==> src/logic/bcbc_pkg.sv <==
// package: shared types and constants of the backplane cpu bus control block
package bcbc_pkg;
   localparam int ADDR_W = 16;
   localparam int DATA_W = 8;
   localparam logic [15:0] PC_RESET = 16'h0000;
   localparam logic [7:0] IR_RESET = 8'h00;
   localparam logic [7:0] RST_VECTOR = 8'hFF; // restart opcode fed during interrupt ack

   // machine cycle sequencer states, gray from IDLE through T1, T2 and TW to T3
   typedef enum logic [2:0] {
      BCBC_IDLE = 3'b000,
      BCBC_T1 = 3'b001,
      BCBC_T2 = 3'b011,
      BCBC_TW = 3'b010,
      BCBC_T3 = 3'b110,
      BCBC_HOLD = 3'b111,
      BCBC_HALT = 3'b101
   } bcbc_state_t;

   // cycle kinds requested by the core side
   typedef enum logic [2:0] {
      BCBC_FETCH = 3'h0,
      BCBC_MRD = 3'h1,
      BCBC_MWR = 3'h2,
      BCBC_SRD = 3'h3,
      BCBC_SWR = 3'h4,
      BCBC_INP = 3'h5,
      BCBC_OUT = 3'h6,
      BCBC_HLT = 3'h7
   } bcbc_kind_t;

   // status lines latched at sync
   typedef struct packed {
      logic inta;
      logic wo;
      logic stack;
      logic inp;
      logic out;
      logic memr;
   } bcbc_status_t;

   // strobes on the backplane
   typedef struct packed {
      logic sync;
      logic dbin;
      logic wr;
      logic mwrite;
   } bcbc_strobe_t;
endpackage : bcbc_pkg

==> src/logic/bcbc_sync3.sv <==
// three-flop synchroniser with agreement filter for one backplane input
`timescale 1ns/1ps
`default_nettype none
module bcbc_sync3 (
   input wire logic clk_i,
   input wire logic rstn_i,
   input wire logic d_i,
   output logic q_o
);
   typedef struct packed {
      logic s1;
      logic s2;
      logic s3;
      logic q;
   } bcbc_sync_t;
   bcbc_sync_t st;
   bcbc_sync_t next_st;

   // a change counts only once stages two and three agree; s1 feeds s2 alone
   always_comb begin
      next_st = st;
      next_st.s1 = d_i;
      next_st.s2 = st.s1;
      next_st.s3 = st.s2;
      if (st.s2 == st.s3) begin
         next_st.q = st.s3;
      end
   end

   always_ff @(posedge clk_i) begin
      if (!rstn_i) begin
         st <= '0;
      end else begin
         st <= next_st;
      end
   end
   assign q_o = st.q;
endmodule : bcbc_sync3
`default_nettype wire

==> src/logic/bcbc_top.sv <==
// backplane cpu bus control: machine cycle sequencer, strobes, status, hold, interrupt
`timescale 1ns/1ps
`default_nettype none
module bcbc_top (
   input wire logic CLK_I,
   input wire logic RSTN_I,
   // core side request
   input wire logic REQ_VALID_I,
   output logic REQ_READY_O,
   input wire bcbc_pkg::bcbc_kind_t REQ_KIND_I,
   input wire logic [15:0] REQ_ADDR_I,
   input wire logic [7:0] REQ_WDATA_I,
   input wire logic REQ_LAST_I,
   input wire logic INTE_I,
   output logic DONE_O,
   output logic [7:0] RDATA_O,
   output logic INT_TAKEN_O,
   output logic [15:0] PC_O,
   output logic [7:0] IR_O,
   // backplane pins
   input wire logic PRDY_I,
   input wire logic PINT_N_I,
   input wire logic PHOLD_N_I,
   input wire logic [7:0] DI_I,
   output logic [15:0] ADDR_O,
   output logic ADDR_OE_O,
   output logic [7:0] DO_O,
   output logic DO_OE_O,
   output bcbc_pkg::bcbc_strobe_t STB_O,
   output bcbc_pkg::bcbc_status_t STAT_O,
   output logic HLDA_O
);
   typedef struct packed {
      bcbc_pkg::bcbc_state_t state;
      logic [15:0] addr;
      logic [7:0] dout;
      bcbc_pkg::bcbc_kind_t kind;
      logic last;
      logic ack;
      logic [7:0] rdata;
      logic done;
      logic taken;
      logic [15:0] pc;
      logic [7:0] ir;
      bcbc_pkg::bcbc_status_t stat;
      bcbc_pkg::bcbc_strobe_t stb;
   } bcbc_st_t;
   bcbc_st_t st;
   bcbc_st_t next_st;
   logic rdy;
   logic int_n;
   logic hold_n;
   logic int_ok;
   logic int_req;
   logic hold_req;

   // backplane ready, interrupt and hold come from other boards, so each passes the synchroniser; DI_I does not
   bcbc_sync3 u_rdy (.clk_i(CLK_I), .rstn_i(RSTN_I), .d_i(PRDY_I), .q_o(rdy));
   // active-low pins enter inverted so a cleared filter reads idle, not a false request
   bcbc_sync3 u_int (.clk_i(CLK_I), .rstn_i(RSTN_I), .d_i(!PINT_N_I), .q_o(int_req));
   bcbc_sync3 u_hld (.clk_i(CLK_I), .rstn_i(RSTN_I), .d_i(!PHOLD_N_I), .q_o(hold_req));
   assign int_n = !int_req;
   assign hold_n = !hold_req;

   // interrupt honoured only when enabled and not in hold
   assign int_ok = !int_n && INTE_I && hold_n;

   // sequencer: T1 sync, T2 strobes, TW waits, T3 completes
   always_comb begin
      next_st = st;
      next_st.done = 1'b0;
      next_st.taken = 1'b0;
      next_st.stb.sync = 1'b0;
      case (st.state)
         bcbc_pkg::BCBC_IDLE: begin
            if (!hold_n) begin
               next_st.state = bcbc_pkg::BCBC_HOLD;
            end else if (REQ_VALID_I && !st.ack) begin
               next_st.addr = REQ_ADDR_I;
               next_st.dout = REQ_WDATA_I;
               next_st.kind = REQ_KIND_I;
               next_st.last = REQ_LAST_I;
               next_st.ack = 1'b0;
               next_st.state = bcbc_pkg::BCBC_T1;
               next_st.stb.sync = 1'b1;
               // status valid from sync onward
               next_st.stat.wo = REQ_KIND_I == bcbc_pkg::BCBC_MWR
                  || REQ_KIND_I == bcbc_pkg::BCBC_SWR
                  || REQ_KIND_I == bcbc_pkg::BCBC_OUT;
               next_st.stat.stack = REQ_KIND_I == bcbc_pkg::BCBC_SRD
                  || REQ_KIND_I == bcbc_pkg::BCBC_SWR;
               next_st.stat.inp = REQ_KIND_I == bcbc_pkg::BCBC_INP;
               next_st.stat.out = REQ_KIND_I == bcbc_pkg::BCBC_OUT;
               next_st.stat.memr = REQ_KIND_I == bcbc_pkg::BCBC_FETCH
                  || REQ_KIND_I == bcbc_pkg::BCBC_MRD || REQ_KIND_I == bcbc_pkg::BCBC_SRD;
               next_st.stat.inta = 1'b0;
               if (REQ_KIND_I == bcbc_pkg::BCBC_FETCH) begin
                  next_st.pc = REQ_ADDR_I;
               end
            end
         end
         bcbc_pkg::BCBC_T1: begin
            next_st.state = bcbc_pkg::BCBC_T2;
            if (st.stat.wo) begin
               next_st.stb.wr = 1'b1;
               next_st.stb.mwrite = !st.stat.out;
            end else begin
               next_st.stb.dbin = 1'b1;
            end
         end
         bcbc_pkg::BCBC_T2, bcbc_pkg::BCBC_TW: begin
            // stretch while the slave holds ready low
            if (rdy) begin
               next_st.state = bcbc_pkg::BCBC_T3;
            end else begin
               next_st.state = bcbc_pkg::BCBC_TW;
            end
         end
         bcbc_pkg::BCBC_T3: begin
            next_st.stb.wr = 1'b0;
            next_st.stb.mwrite = 1'b0;
            next_st.stb.dbin = 1'b0;
            next_st.done = 1'b1;
            next_st.stat = '0;
            if (st.stat.inta) begin
               next_st.rdata = bcbc_pkg::RST_VECTOR;
               next_st.ir = bcbc_pkg::RST_VECTOR;
            end else begin
               next_st.rdata = DI_I;
               if (st.kind == bcbc_pkg::BCBC_FETCH) begin
                  next_st.ir = DI_I;
               end
            end
            if (st.kind == bcbc_pkg::BCBC_HLT) begin
               next_st.state = bcbc_pkg::BCBC_HALT;
            end else if (st.last && int_ok && !st.stat.inta) begin
               next_st.state = bcbc_pkg::BCBC_IDLE;
               next_st.ack = 1'b1;
            end else begin
               next_st.state = bcbc_pkg::BCBC_IDLE;
            end
         end
         bcbc_pkg::BCBC_HOLD: begin
            if (hold_n) begin
               next_st.state = bcbc_pkg::BCBC_IDLE;
            end
         end
         bcbc_pkg::BCBC_HALT: begin
            // halted: interrupt sampled any time
            if (int_ok) begin
               next_st.ack = 1'b1;
               next_st.state = bcbc_pkg::BCBC_IDLE;
            end
         end
         default: begin
            next_st.state = bcbc_pkg::BCBC_IDLE;
         end
      endcase
      // acknowledge cycle runs ahead of any core request
      if (st.ack && st.state == bcbc_pkg::BCBC_IDLE && hold_n) begin
         next_st.ack = 1'b0;
         next_st.taken = 1'b1;
         next_st.kind = bcbc_pkg::BCBC_FETCH;
         next_st.last = 1'b0;
         next_st.state = bcbc_pkg::BCBC_T1;
         next_st.stb.sync = 1'b1;
         next_st.stat = '0;
         next_st.stat.inta = 1'b1;
         next_st.stat.memr = 1'b0;
      end
   end

   // synchronous reset clears pc and ir, held as long as reset stays low
   always_ff @(posedge CLK_I) begin
      if (!RSTN_I) begin
         st <= '0;
         st.pc <= bcbc_pkg::PC_RESET;
         st.ir <= bcbc_pkg::IR_RESET;
      end else begin
         st <= next_st;
      end
   end

   // a core request is taken only in idle with no ack pending and no hold
   assign REQ_READY_O = st.state == bcbc_pkg::BCBC_IDLE && hold_n && !st.ack;
   assign DONE_O = st.done;
   assign RDATA_O = st.rdata;
   assign INT_TAKEN_O = st.taken;
   assign PC_O = st.pc;
   assign IR_O = st.ir;
   assign ADDR_O = st.addr;
   // buses float in hold so another master can drive them
   assign ADDR_OE_O = st.state != bcbc_pkg::BCBC_HOLD;
   assign HLDA_O = st.state == bcbc_pkg::BCBC_HOLD;
   assign DO_O = st.dout;
   assign DO_OE_O = st.stat.wo && st.state != bcbc_pkg::BCBC_HOLD;
   assign STB_O = st.stb;
   assign STAT_O = st.stat;

   // write data stays fixed while the write strobe is high
   AST_WR_DATA_STABLE: assert property (@(posedge CLK_I) disable iff (!RSTN_I)
      st.stb.wr && $past(st.stb.wr) |-> $stable(st.dout))
      else $error("data moved under write strobe");
   AST_MWRITE_WITH_WR: assert property (@(posedge CLK_I) disable iff (!RSTN_I)
      st.stb.mwrite |-> st.stb.wr && st.stat.wo && !st.stat.out)
      else $error("memory write without write cycle");
   AST_SYNC_STARTS_T1: assert property (@(posedge CLK_I) disable iff (!RSTN_I)
      st.stb.sync |-> st.state == bcbc_pkg::BCBC_T1 ##1 !st.stb.sync)
      else $error("sync not a one cycle pulse at cycle start");
   AST_WAIT_ON_NOT_READY: assert property (@(posedge CLK_I) disable iff (!RSTN_I)
      (st.state == bcbc_pkg::BCBC_T2 || st.state == bcbc_pkg::BCBC_TW) && !rdy
      |=> st.state == bcbc_pkg::BCBC_TW)
      else $error("no wait state while not ready");
   AST_NO_INT_IN_HOLD: assert property (@(posedge CLK_I) disable iff (!RSTN_I)
      (!INTE_I || !hold_n) && !st.ack |=> !st.ack)
      else $error("interrupt honoured while masked or held");
   AST_INT_AT_END: assert property (@(posedge CLK_I) disable iff (!RSTN_I)
      $rose(st.ack) |-> $past(st.state) == bcbc_pkg::BCBC_T3
      || $past(st.state) == bcbc_pkg::BCBC_HALT)
      else $error("interrupt taken mid instruction");
   AST_HOLD_RELEASE: assert property (@(posedge CLK_I) disable iff (!RSTN_I)
      st.state == bcbc_pkg::BCBC_HOLD |-> !ADDR_OE_O && !DO_OE_O && HLDA_O)
      else $error("buses driven in hold");
   AST_RESET_CLEARS: assert property (@(posedge CLK_I)
      // checked at release: state before the first reset edge is still unknown
      $rose(RSTN_I) |-> st.pc == bcbc_pkg::PC_RESET && st.ir == bcbc_pkg::IR_RESET)
      else $error("pc or ir not cleared by reset");
   AST_DBIN_ON_READ: assert property (@(posedge CLK_I) disable iff (!RSTN_I)
      st.stb.dbin |-> !st.stat.wo ##0 !st.stb.wr)
      else $error("dbin on a write cycle");
   AST_STAT_HELD: assert property (@(posedge CLK_I) disable iff (!RSTN_I)
      st.state == bcbc_pkg::BCBC_T2 |-> $stable(st.stat))
      else $error("status changed inside a cycle");
   AST_INTA_CYCLE: assert property (@(posedge CLK_I) disable iff (!RSTN_I)
      st.taken |-> st.stat.inta && st.stb.sync)
      else $error("ack cycle without inta status");
   AST_OUT_WO: assert property (@(posedge CLK_I) disable iff (!RSTN_I)
      st.stat.out |-> st.stat.wo && !st.stat.inp)
      else $error("output status without write out");
   AST_STACK_KIND: assert property (@(posedge CLK_I) disable iff (!RSTN_I)
      st.stat.stack |-> st.kind == bcbc_pkg::BCBC_SRD || st.kind == bcbc_pkg::BCBC_SWR)
      else $error("stack status on non stack cycle");
   AST_INP_KIND: assert property (@(posedge CLK_I) disable iff (!RSTN_I)
      st.stat.inp |-> st.kind == bcbc_pkg::BCBC_INP && !st.stat.wo)
      else $error("input status on wrong cycle");
   AST_WO_KIND: assert property (@(posedge CLK_I) disable iff (!RSTN_I)
      st.stat.wo |-> st.kind inside {bcbc_pkg::BCBC_MWR, bcbc_pkg::BCBC_SWR, bcbc_pkg::BCBC_OUT})
      else $error("write out status on read cycle");
endmodule : bcbc_top
`default_nettype wire

==> config.mk <==
export PLATFORM = sky130hd
export DESIGN_NAME = bcbc_top
export DESIGN_NICKNAME = d
export VERILOG_FILES = /design/src/logic/bcbc_pkg.sv /design/src/logic/bcbc_sync3.sv /design/src/logic/bcbc_top.sv
export SDC_FILE = /design/constraint.sdc
export NUM_CORES = 1
export LEC_CHECK = 0
export ABC_AREA = 1
export BUFFER_PORTS_ARGS = -buffer_cell sky130_fd_sc_hd__buf_2
export CORE_ASPECT_RATIO = 0.7
export CORE_MARGIN = 2
export CORE_UTILIZATION = 45
export DETAILED_ROUTE_END_ITERATION = 8
export PLACE_DENSITY = 0.76
export SKIP_LAST_GASP = 1
export SYNTH_ARGS = -nofsm -noshare
export SYNTH_HDL_FRONTEND = slang
export SYNTH_SLANG_ARGS = --single-unit
==> constraint.sdc <==
create_clock -name CLK_I -period 3.2 [get_ports CLK_I]
set_clock_uncertainty 0.1 [all_clocks]
set_input_delay 0 -clock CLK_I [delete_from_list [all_inputs] [get_ports CLK_I]]
set_output_delay 0 -clock CLK_I [all_outputs]
set_load 0.02 [all_outputs]
==> results.md <==
* Status: complete, no violations
* Adder-cell share of the synthesized area at 0%
* Initial antenna violation count at 0
* TritonRoute pass-1 iters at 5
* WP data required at 3.31 ns
* DRC errors left at 0
* Post-Syn Area per Cell at 7.607 sq um
* Critical Path Sink Type: register
* Final hold slack at 0.04103 ns
* Share of layout cells above drive strength 1 at 24.40%
* Antenna cells at 0
* # hold bufs at CTS at 41
* Leak Pwr at 2.259 nW
* Internal power at 2.314 mW
* Postcts setup bufs at 0
* Syn_nets at 544
* RSZ-0062 raised after global routing: no
* Max cap viols at 0
* Total number of vias at 3278
* Number of global-route vias before repair at 2976
* HPWL Detailed at 5.796 mm
* Max-slew headroom at 30.73%
* Clock Path Buffers at 2
* Antenna Violating Nets Remaining at 0
* Compound-cell area share of the yosys netlist at 11.69%
* Met1 GRT Util at 24.72%
* Routed Wire Length at 8.631 mm
* Final Max Slew Viols at 0
* Total power at 3.594 mW
* Worst VDD drop at 0.0002965 V
* Met2 Track Usage GR at 30.54%
* Share of the synthesized area in the top cell type at 46.22%
* P per Cell Area at 778.5 mW/mm^2
* Reg-to-Reg End: st[75]$_SDFFE_PP0P_
* Area of the multi-input gates at 0.001316 sq mm
* Most common cell after layout, fill and taps aside: nor2_1
* Ports at 115
* Post-synthesis sequential area ratio at 46.22%
* Slew @ Worst Pin at 1.033 ns
* Post-synthesis mux area share at 0%
* Initial DRC count at 162
* Hold crit path type: primary input to register
* Final layout net count at 624
* WHS Path Cells at 6
* Maximum achievable frequency at 473.6 MHz
* Crit path launch type: register
* PostCTS Resize Cnt at 0
* Cells after synthesis at 501
* Root buf cell: clkbuf_16
* CTS buffer count at 9
* Switching Power at 1.281 mW
* Count of cell types in the netlist at 24
* Post-Synth XOR/XNOR Area at 0%
* Yosys top cell by area: dfxtp_1
* Most frequent cells in the layout: nor2_1, buf_2, dfxtp_1
* Final Setup Violations at 0
* GRT Util Overall at 19.15%
* Logic pwr share at 31.1%
* Total core area at 0.008338 sq mm
* Drt wl/cell at 12.49 microns
* Worst Path Max Fanout at 18
* Chip height at 81.00 microns
* Largest family of logic cells by synthesized area: simple AND/OR/NAND/NOR gates
* Reg2Reg Launch Point: st[73]$_SDFFE_PN0P_
* Largest net degree at the start of global routing at 40
* Vias per cell at 4.744
* HP Start: REQ_VALID_I
* R2R Setup Slk at 1.09 ns
* Total gr overflow at 0
* Critical path type: register to register
* CTS sink cnt at 88
* Worst-Skew Late Latency at 0.33 ns
* Sw frac at 35.63%
* Port bufs at 114
* Seq cells post-synth at 88
* Std cell rows at 28
* FF-to-FF path depth at 7
* Reg clk slew, reported paths at 0.06 ns
* Synth area leaders: dfxtp_1, buf_4, nor2_1
* Met3 GRT Util at 5.000%
* Register Area at 0.001762 sq mm
* Period minus WS final at 2.111 ns
* YS warnings at 0
* Syn-to-layout area delta at 21.14%
* Sequential Power Share at 39.8%
* Initial Utilization at 45.71%
* Die area at 0.009233 sq mm
* Fill cell count at 780
* Clock network fraction of total power at 29.1%
* CTS tree: yes
* Crit path DAT at 2.22 ns
* Final Hold Fails at 0
* Setup tns final at 0 ns
* Post-synthesis cell area at 0.003811 sq mm
* Crit share post-route at 65.98%
* Gpl congestion at 0.9356
* Global-route wire length before repair at 13.82 mm
* Die width at 114.0 microns
* Simple-Gate Fraction of Synth Area at 22.85%
* Hold Path End: st[73]$_SDFFE_PN0P_
* H-tree depth at 3
* Busiest grt layer: met2
metrics by stage:
| stage | cell area, sq um | setup slack (ns) | utilization (%) | instances |
|---|---|---|---|---|
| floorplan | 3811 | 1.773 | - | 501 |
| global placement | 3906 | 1.245 | 46.85 | 634 |
| detailed placement | 3906 | 1.152 | 46.85 | 634 |
| CTS | 4617 | 1.137 | 55.37 | 691 |
| global route | 4617 | 0.8720 | 55.37 | 691 |
| finish | 4617 | 1.089 | 55.37 | 691 |
power by group through the flow:
stage	sequential (mW)	clock [mW]	combinational [mW]
finish	1.43	1.04	1.12
CTS	1.43	1.08	1.12
global route	1.45	1.11	1.25
detailed placement	1.45	0	1.08
floorplan	1.42	0	1.04
global placement	1.44	0	1.06
routing by layer:
layer  wire length [microns]  vias up  part of all wire [%]
li1                        -     1688                     -
met5                       0        -                     0
met1                    4027     1472                    47
met2                    3859      105                    45
met3                     590       13                   6.8
met4                     154        0                   1.8
worst max-delay path, stage by stage, from the launching register on:
cell	delay, ns
dfxtp_1	0.43
inv_2	0.07
nand3_1	0.34
clkinv_1	0.52
nand2_1	0.25
nand3_1	0.09
a21oi_1	0.13
nor2_1	0.05
state kept, by name, indices dropped and copies added, names as in the netlist, 4 cells and up:
register  cells
ADDR_O       16
STAT_O        6
IR_O          8
RDATA_O       8
st            8
DO_O          8
PC_O         16
STB_O         4
cells in the mapped netlist (all sizes together):
cell	count
nand4	1
nand3	30
dfxtp	88
o211ai	2
buf	80
a21oi	28
nor2	119
nor3	1
o21ai	54
nand2	59
o31ai	2
clkinv	2
inv	27
clkbuf	8
kinds of logic (layout without fill, tap and decap cells):
logic type / Yosys count / count (layout)
simple gates: 210 / 210
buf+inv: 117 / 202
flops: 88 / 88
compound gates: 86 / 86
how the worst max path moves through the flow:
stage | start | endpoint | slack, ns | cells past startpoint
final | st[73]$_SDFFE_PN0P_ | st[75]$_SDFFE_PP0P_ | 1.09 | 7
after global routing | st[73]$_SDFFE_PN0P_ | st[73]$_SDFFE_PN0P_ | 0.87 | 7
after floorplan | st[75]$_SDFFE_PP0P_ | st[73]$_SDFFE_PN0P_ | 1.77 | 6
after global placement | st[73]$_SDFFE_PN0P_ | st[75]$_SDFFE_PP0P_ | 1.24 | 7
after detailed placement | st[73]$_SDFFE_PN0P_ | st[75]$_SDFFE_PP0P_ | 1.15 | 7
after CTS | st[73]$_SDFFE_PN0P_ | st[75]$_SDFFE_PP0P_ | 1.14 | 7
layout make-up:
cell class,count,share of cell area (%)
clock buffers,13,5.637
clock inverters,3,0.8672
inverters,29,2.412
multi-input cells,296,28.51
flip-flops and latches,88,38.16
well taps,105,2.846
repair buffers,157,21.57
No activity file was read; power rests on OpenSTA's default activity.
